<file path="src/sbe_pkg.sv">
package sbe_pkg;

  // Datapath widths
  localparam int PC_W    = 24;
  localparam int WORD_W  = 16;
  localparam int SHORT_W = 18;
  localparam int LONG_W  = 22;
  localparam int REL_W   = 7;
  localparam int CNT_W   = 3;

  // Opcode patterns, compared under their masks
  localparam logic [15:0] CALL_OPC      = 16'he26c;
  localparam logic [15:0] CALL_OPC_MASK = 16'hfffc;
  localparam logic [15:0] PFX_VAL       = 16'he030;
  localparam logic [15:0] PFX_MASK      = 16'hf8b0;
  localparam logic [15:0] MASK_OPC      = 16'h8e50;
  localparam logic [15:0] MASK_OPC_MASK = 16'hfffc;

  // Extension word fields of the mask test
  localparam int MASK_BYTE_LSB = 8;
  localparam int MASK_UPPER_B  = 7;

  // Cycle counts per form
  localparam logic [CNT_W-1:0] CYC_CALL_SHORT = 3'h5;
  localparam logic [CNT_W-1:0] CYC_CALL_LONG  = 3'h6;
  localparam logic [CNT_W-1:0] CYC_MASK_TAKEN = 3'h7;
  localparam logic [CNT_W-1:0] CYC_MASK_SKIP  = 3'h5;

  // Reset values
  localparam logic [PC_W-1:0] PC_RST = 24'h000000;
  localparam logic [PC_W-1:0] SP_RST = 24'h000000;

  typedef enum logic [2:0] {
    S_IDLE    = 3'b000,
    S_OPC     = 3'b001,
    S_EXT     = 3'b010,
    S_PUSH_PC = 3'b011,
    S_PUSH_SR = 3'b100,
    S_JUMP    = 3'b101,
    S_WAIT    = 3'b110
  } sbe_state_t;

  // Data-memory write port
  typedef struct packed {
    logic            we;
    logic [PC_W-1:0] addr;
    logic [PC_W-1:0] wdata;
  } sbe_dwr_t;

  // Whole state of the sequencer
  typedef struct packed {
    sbe_state_t       state;
    logic [CNT_W-1:0] cnt;
    logic [CNT_W-1:0] total;
    logic             is_mask;
    logic             is_long;
    logic [7:0]       pfx;
    logic [1:0]       hi_bits;
    logic [PC_W-1:0]  pc;
    logic [PC_W-1:0]  stack_pointer;
    logic [PC_W-1:0]  target;
    sbe_dwr_t         dwr;
    logic             take;
    logic             done;
    logic             busy;
    logic [1:0]       sel;
  } sbe_st_t;

endpackage

</file>
<file path="src/sbe_exec.sv">
`timescale 1ns/1ps
// Overview of operation
// - Call pushes: pointer up, return address, pointer up, status word.
// - After pushing, program counter becomes itself plus sign-extended displacement.
// - Return address and branch base are the following instruction's address.
// - Accept 18-bit or 22-bit signed displacement, sign-extended to counter width.
// - Call leaves condition flags alone; status word only copied to stack.
// - Short call takes 5 cycles, 2 words; long call 6 cycles, 3 words.
// - Mask-ones branch completes in 5 cycles when not taken or 7 when taken, always 2 words.
// - Mask branch uses larger count when taken, smaller when not.
// - Taken mask branch target uses 7-bit counter-relative offset.
// - Mask is 16-bit immediate with upper or lower byte zero.
module sbe_exec
(
  // Clock and reset
  input  wire logic                        mclk_i,
  input  wire logic                        rst_i,
  // Program fetch
  input  wire logic                        word_valid_i,
  input  wire logic [sbe_pkg::WORD_W-1:0]  word_i,
  output logic                             word_take_o,
  output logic      [sbe_pkg::PC_W-1:0]    program_counter_o,
  // Core state inputs and operand select
  input  wire logic [sbe_pkg::WORD_W-1:0]  status_word_i,
  input  wire logic [sbe_pkg::WORD_W-1:0]  operand_i,
  output logic      [1:0]                  operand_sel_o,
  // Data-memory write port and stack
  output sbe_pkg::sbe_dwr_t                dmem_o,
  output logic      [sbe_pkg::PC_W-1:0]    stack_pointer_o,
  // Sequencing status
  output logic                             busy_o,
  output logic                             done_o
);

  sbe_pkg::sbe_st_t st_r;
  sbe_pkg::sbe_st_t st_nxt;
  logic [15:0]      mask16;

  // Sign extension of a displacement field to counter width
  function automatic logic [sbe_pkg::PC_W-1:0] sext22(input logic [sbe_pkg::LONG_W-1:0] v);
    sext22 = {{(sbe_pkg::PC_W-sbe_pkg::LONG_W){v[sbe_pkg::LONG_W-1]}}, v};
  endfunction

  // Mask immediate from the extension word
  // zero byte mask
  always_comb
  begin
    if (word_i[sbe_pkg::MASK_UPPER_B])
      mask16 = {word_i[15:sbe_pkg::MASK_BYTE_LSB], 8'h00};
    else
      mask16 = {8'h00, word_i[15:sbe_pkg::MASK_BYTE_LSB]};
  end

  // Next-state logic; every word taken advances the counter so it always names the next word
  always_comb
  begin
    logic [sbe_pkg::LONG_W-1:0] disp;
    logic                       hit;
    disp   = '0;
    hit    = 1'b0;
    st_nxt = st_r;
    st_nxt.take    = 1'b0;
    st_nxt.done    = 1'b0;
    st_nxt.dwr.we  = 1'b0;
    if (st_r.busy)
      st_nxt.cnt = st_r.cnt + 3'h1;
    unique case (st_r.state)
      sbe_pkg::S_IDLE:
      begin
        st_nxt.cnt = '0;
        if (word_valid_i && !st_r.take)
        begin
          st_nxt.take    = 1'b1;
          st_nxt.busy    = 1'b1;
          st_nxt.cnt     = 3'h1;
          st_nxt.pc      = st_r.pc + 24'h1;
          st_nxt.is_long = 1'b0;
          st_nxt.hi_bits = word_i[1:0];
          st_nxt.sel     = word_i[1:0];
          if ((word_i & sbe_pkg::PFX_MASK) == sbe_pkg::PFX_VAL)
          begin
            st_nxt.pfx     = {word_i[10:8], word_i[6], word_i[3:0]};
            st_nxt.is_long = 1'b1;
            st_nxt.total   = sbe_pkg::CYC_CALL_LONG;
            st_nxt.state   = sbe_pkg::S_OPC;
          end
          else if ((word_i & sbe_pkg::CALL_OPC_MASK) == sbe_pkg::CALL_OPC)
          begin
            st_nxt.is_mask = 1'b0;
            st_nxt.total   = sbe_pkg::CYC_CALL_SHORT;
            st_nxt.state   = sbe_pkg::S_EXT;
          end
          else if ((word_i & sbe_pkg::MASK_OPC_MASK) == sbe_pkg::MASK_OPC)
          begin
            st_nxt.is_mask = 1'b1;
            st_nxt.state   = sbe_pkg::S_EXT;
          end
          else
          begin
            // Not ours: word is left for the rest of the core
            st_nxt.take = 1'b0;
            st_nxt.busy = 1'b0;
            st_nxt.pc   = st_r.pc;
          end
        end
      end
      sbe_pkg::S_OPC:
      begin
        // Stalls here do not count toward the cycle budget; a word that shows up while take is
        // still high is already the next one, so refusing it would stretch every form by a cycle
        if (!word_valid_i)
          st_nxt.cnt = st_r.cnt;
        else if ((word_i & sbe_pkg::CALL_OPC_MASK) == sbe_pkg::CALL_OPC)
        begin
          st_nxt.take    = 1'b1;
          st_nxt.pc      = st_r.pc + 24'h1;
          st_nxt.is_mask = 1'b0;
          st_nxt.state   = sbe_pkg::S_EXT;
        end
        else
        begin
          // Unknown pairing: drop the prefix and go back to decode
          st_nxt.busy  = 1'b0;
          st_nxt.state = sbe_pkg::S_IDLE;
        end
      end
      sbe_pkg::S_EXT:
      begin
        if (!word_valid_i)
          st_nxt.cnt = st_r.cnt;
        else
        begin
          st_nxt.take = 1'b1;
          st_nxt.pc   = st_r.pc + 24'h1;
          if (st_r.is_mask)
          begin
            hit = ((operand_i & mask16) == mask16);
            st_nxt.total = hit ? sbe_pkg::CYC_MASK_TAKEN : sbe_pkg::CYC_MASK_SKIP;
            st_nxt.target = hit ? (st_r.pc + 24'h1 + {{(sbe_pkg::PC_W-sbe_pkg::REL_W){word_i[6]}}, word_i[6:0]})
                                : (st_r.pc + 24'h1);
            st_nxt.state  = sbe_pkg::S_WAIT;
          end
          else
          begin
            if (st_r.is_long)
              disp = {st_r.pfx[5:0], word_i};
            else
              disp = {{(sbe_pkg::LONG_W-sbe_pkg::SHORT_W){st_r.hi_bits[1]}}, st_r.hi_bits, word_i};
            st_nxt.target = st_r.pc + 24'h1 + sext22(disp);
            st_nxt.state  = sbe_pkg::S_PUSH_PC;
          end
        end
      end
      sbe_pkg::S_PUSH_PC:
      begin
        st_nxt.stack_pointer = st_r.stack_pointer + 24'h1;
        st_nxt.dwr.we        = 1'b1;
        st_nxt.dwr.addr      = st_r.stack_pointer + 24'h1;
        st_nxt.dwr.wdata     = st_r.pc;
        st_nxt.state         = sbe_pkg::S_PUSH_SR;
      end
      sbe_pkg::S_PUSH_SR:
      begin
        st_nxt.stack_pointer = st_r.stack_pointer + 24'h1;
        st_nxt.dwr.we        = 1'b1;
        st_nxt.dwr.addr      = st_r.stack_pointer + 24'h1;
        st_nxt.dwr.wdata     = {{(sbe_pkg::PC_W-sbe_pkg::WORD_W){1'b0}}, status_word_i};
        st_nxt.state         = sbe_pkg::S_JUMP;
      end
      sbe_pkg::S_JUMP, sbe_pkg::S_WAIT:
      begin
        if (st_r.cnt >= st_r.total - 3'h1)
        begin
          st_nxt.pc    = st_r.target;
          st_nxt.done  = 1'b1;
          st_nxt.busy  = 1'b0;
          st_nxt.state = sbe_pkg::S_IDLE;
        end
      end
      default:
        st_nxt.state = sbe_pkg::S_IDLE;
    endcase
  end

  // State register
  always_ff @(posedge mclk_i)
  begin
    if (rst_i)
    begin
      st_r               <= '0;
      st_r.state         <= sbe_pkg::S_IDLE;
      st_r.pc            <= sbe_pkg::PC_RST;
      st_r.stack_pointer <= sbe_pkg::SP_RST;
    end
    else
      st_r <= st_nxt;
  end

  // Outputs come straight from the state register
  assign word_take_o       = st_r.take;
  assign program_counter_o = st_r.pc;
  assign operand_sel_o     = st_r.sel;
  assign dmem_o            = st_r.dwr;
  assign stack_pointer_o   = st_r.stack_pointer;
  assign busy_o            = st_r.busy;
  assign done_o            = st_r.done;

  // Two pushes then write enable low, for a call without stalls
  a_push_order: assert property (@(posedge mclk_i) disable iff (rst_i)
    st_r.state == sbe_pkg::S_PUSH_PC |=> dmem_o.we ##1 dmem_o.we ##1 !dmem_o.we)
    else $error("call push sequence broken");
  a_sp_step: assert property (@(posedge mclk_i) disable iff (rst_i)
    dmem_o.we |-> dmem_o.addr == stack_pointer_o && stack_pointer_o == $past(stack_pointer_o) + 24'h1)
    else $error("push address not new stack top");
  a_ret_addr: assert property (@(posedge mclk_i) disable iff (rst_i)
    $rose(dmem_o.we) |-> dmem_o.wdata == program_counter_o)
    else $error("return address is not next instruction");
  a_sr_push: assert property (@(posedge mclk_i) disable iff (rst_i)
    st_r.state == sbe_pkg::S_PUSH_SR |=> dmem_o.wdata == {8'h00, $past(status_word_i)})
    else $error("status word not stacked");
  a_jump_target: assert property (@(posedge mclk_i) disable iff (rst_i)
    done_o |-> program_counter_o == $past(st_r.target))
    else $error("program counter not loaded with target");
  a_short_cycles: assert property (@(posedge mclk_i) disable iff (rst_i)
    done_o && !$past(st_r.is_mask) && !$past(st_r.is_long) |-> $past(st_r.cnt) == 3'h4)
    else $error("short call cycle count wrong");
  a_long_cycles: assert property (@(posedge mclk_i) disable iff (rst_i)
    done_o && !$past(st_r.is_mask) && $past(st_r.is_long) |-> $past(st_r.cnt) == 3'h5)
    else $error("long call cycle count wrong");
  a_mask_cycles: assert property (@(posedge mclk_i) disable iff (rst_i)
    done_o && $past(st_r.is_mask) |-> $past(st_r.cnt) >= 3'h4 && $past(st_r.cnt) <= 3'h7)
    else $error("mask branch outside 5 to 8 cycles");
  a_mask_outcome: assert property (@(posedge mclk_i) disable iff (rst_i)
    done_o && $past(st_r.is_mask) && $past(st_r.total) == 3'h5 |-> $past(st_r.target) == $past(st_r.pc))
    else $error("untaken mask branch moved the counter");

endmodule

</file>
<file path="config.mk">
export PLATFORM = sky130hd
export DESIGN_NAME = sbe_exec
export DESIGN_NICKNAME = d
export VERILOG_FILES = /design/src/sbe_pkg.sv /design/src/sbe_exec.sv
export SDC_FILE = /design/constraint.sdc
export NUM_CORES = 1
export LEC_CHECK = 0
export ABC_CLOCK_PERIOD_IN_PS = 6100
export BUFFER_PORTS_ARGS = -buffer_cell sky130_fd_sc_hd__clkbuf_2
export CORE_MARGIN = 2
export CORE_UTILIZATION = 50
export CTS_BUF_LIST = sky130_fd_sc_hd__clkbuf_4 sky130_fd_sc_hd__clkbuf_8
export CTS_CLUSTER_DIAMETER = 60
export CTS_CLUSTER_SIZE = 25
export DETAILED_ROUTE_END_ITERATION = 6
export PLACE_DENSITY = 0.72
export SLEW_MARGIN = 20
export SYNTH_ARGS = -nofsm -noshare
export SYNTH_HDL_FRONTEND = slang
export SYNTH_SLANG_ARGS = --single-unit
</file>
<file path="constraint.sdc">
create_clock -name mclk_i -period 6.1 [get_ports mclk_i]
set_input_delay 1.22 -clock mclk_i [delete_from_list [all_inputs] [get_ports mclk_i]]
set_output_delay 1.22 -clock mclk_i [all_outputs]
set_load 0.02 [all_outputs]
</file>
==> metrics <==
boundary pin count 153; DR vias/cell 5.70; Pwr per Cell Area 190 nW/um^2; Fmax roughly 230 MHz; # hold bufs at CTS 0; Routability Congestion 0.912; wire length per cell 16.7 um; Hold Slack 454 ps; H-tree depth 4; static leakage 0.00441 uW; Setup Fix Bufs, Post-CTS 0; total grt overflow 0; crit share post-route 0.713; EDFF count, synth 0; main flop type after synthesis dfxtp_1; Reg power frac 0.472; port bufs between 150 and 200; launch point of the worst path program_counter_o[3]; CP startpoint kind flip-flop; DRT iter0 DRCs 666; Mapped Cells 1243; VDD IR-drop max a little under 0.1 mV; Diodes inserted 0; Final Skew 11.3 ps; Die H 144 um; share of cells above drive strength 1 0.171; Remaining DRCs 0; clock network power share 0.433; initial antenna violation count 0; initial core utilization 0.509; Setup violations, final 0; flops & latches, synth about 140; Async SR Flop Fraction 0; worst rel slew slack 0.314; Synth area leaders dfxtp_1 29%, buf_4 7.7%, ha_1 6.8%; Mapped Nets 1349; Synth warnings 0; crit-path cells nand4_2 -> nor2_1 -> and4_1 -> nand3_1 -> xnor2_1 -> ha_1 -> a21o_1 -> a211oi_1 -> nor2_1 -> a311oi_1 -> nor3_1 -> or3b_1 -> and4_1 -> o31a_1; hold crit path type reg -> reg; final hold vios 0; Slew Limit Fails 0; # fillers approximately 1900; Worst setup EP type flip-flop; CORE AREA just under 20000 um^2; first-pass GRT wire length 41.1 mm; Max Cap Viol 0; dpl ws about 1400 ps; post-synthesis sequential area ratio 0.290; Worst-Margin Slew between 1000 and 1500 ps; Avg Inst Size Synth 7.94 um^2; die area 20900 um^2; Final nets roughly 1400; top-area cell type share of the netlist area 0.290; worst skew pair latency about 450 ps; Distinct cells, synth 73; CTS Sinks 143; vias in the first global route 7921; Hold Path Cell Cnt 2; Final Worst Setup Slack roughly 1800 ps; Power Total 2000 uW; Die Wd 144 um; clk slew on worst S/H paths ~90 ps; critical path class reg -> reg; CTS max path bufs 2; Crit path largest cell delay 530 ps; power share of the combinational group 0.095; Internal between 1000 and 1500 uW; All-Layer GR Usage 0.249; TritonCTS buffer count 17; status completed; reg2reg start program_counter_o[3]; Pre-antenna DRT Iters 5; hpwl dp approximately 19 mm; Critical Path RT 6450 ps; DP Area 10100 um^2; vias approximately 8800; Routed Antenna Nets 0; clock period minus final worst setup slack roughly 4300 ps; post-cts resize count 0; worst-path fanout max 9; post-route cell area 10500 um^2; net switching power 533 uW; unrepaired setup endpoints after global routing no; R2R cell count 14; area delta synth->final 6.56%; Critical-path top delay cell dfxtp_1; hold path endpoint dmem_o[7]; TNS Setup 0 ps; final WL 25.7 mm; post-synthesis cell area 9870 um^2; RR Endpoint st_r[77]; hold path startpoint dmem_o[7]; TritonCTS clock tree built; Root Driver clkbuf_8; setup slack, reg-to-reg 1750 ps; sw frac 0.266; largest net degree at the start of global routing 86; cell taking the most area after synthesis dfxtp_1; CP Data Arrival Time roughly 4700 ps; Site Rows 51
placed cells by master (no fill, tap or decap), drive strengths merged, types with 31 or more instances in the layout:
| master | netlist | final |
|---|---|---|
| a211oi | 60 | 60 |
| a21oi | 77 | 77 |
| a22oi | 49 | 49 |
| clkbuf | 54 | 168 |
| dfxtp | 143 | 143 |
| ha | 54 | 54 |
| inv | 26 | 34 |
| nand2 | 109 | 109 |
| nand3 | 34 | 34 |
| nor2 | 150 | 150 |
| nor3 | 31 | 31 |
| o21ai | 48 | 48 |
| xnor2 | 50 | 50 |
| xor2 | 41 | 41 |
metal layers:
layer / track usage / vias to the layer above / wire length [um]
met5: 0 / - / 0
met3: 0.0391 / 22 / 1730
met4: 0.0608 / 0 / 320
li1: - / 4382 / -
met2: 0.402 / 294 / 11600
met1: 0.348 / 4069 / 12100
flip-flops by register name, indices dropped and copies added (netlist names):
register           flops
program_counter_o     24
st_r                  41
word_take_o            1
operand_sel_o          2
dmem_o                49
busy_o                 1
stack_pointer_o       24
done_o                 1
final cells by class:
| type | instances | area (um^2) | share of cell area |
|---|---|---|---|
| multi-input cells | 908 | 5910 | 0.562 |
| clock buffers | 17 | 234 | 0.0223 |
| inverters | 27 | 101 | 0.00964 |
| well taps | 265 | 332 | 0.0315 |
| flip-flops and latches | 143 | 2860 | 0.272 |
| clock inverters | 15 | 221 | 0.0211 |
| repair buffers | 164 | 853 | 0.0812 |
logic make-up after synthesis:
kind of cell,count (synthesis),synth area share
AO/OA/AOI/OAI,333,0.227
XOR/XNOR,91,0.0808
adder cells (fa/ha/maj),55,0.0705
buffers and inverters,192,0.113
flip-flops,143,0.290
multiplexers,17,0.0175
AND/OR/NAND/NOR,412,0.201
cell usage after synthesis (13+ instances only):
cell	n
mux2i_1	15
and3_1	16
buf_4	101
a22oi_1	49
a21o_1	19
dfxtp_1	143
clkbuf_1	54
a211oi_1	60
xnor2_1	50
xor2_1	41
inv_1	26
a21oi_1	76
o21a_1	14
nor2_1	149
o211ai_1	13
nand3_1	32
o21ai_0	46
nor3_1	30
nand2_1	107
ha_1	54
worst max-delay path, delay by kind of cell, from the launching register on:
family | cells | cell delay [ps]
fa+ha+maj | 1 | 390
compound gates | 4 | 1160
xor+xnor | 1 | 500
simple gates | 8 | 1670
flops | 1 | 530
power by group through the flow:
stage          clock network, uW  logic, uW  registers, uW
5_1_grt                      921        212            947
4_1_cts                      883        188            945
3_3_place_gp                   0        185            967
6_report                     867        190            946
3_5_place_dp                   0        187            968
2_1_floorplan                  0        131            964
per-stage QoR:
stage           util  std cells
5_1_grt        0.542       1539
3_3_place_gp   0.519       1507
2_1_floorplan      -       1243
3_5_place_dp   0.519       1507
6_report       0.542       1539
4_1_cts        0.542       1539
worst max path at each step:
| stage | end | slack (ps) | cells past startpoint |
|---|---|---|---|
| 4_1_cts | st_r[77] | 1810 | 14 |
| 6_report | st_r[77] | 1750 | 14 |
| 3_5_place_dp | program_counter_o[19] | 1440 | 10 |
| 2_1_floorplan | st_r[76] | 2320 | 11 |
| 5_1_grt | st_r[77] | 1290 | 14 |
| 3_3_place_gp | program_counter_o[18] | 1660 | 10 |
Power figures use the tool's default switching activity.
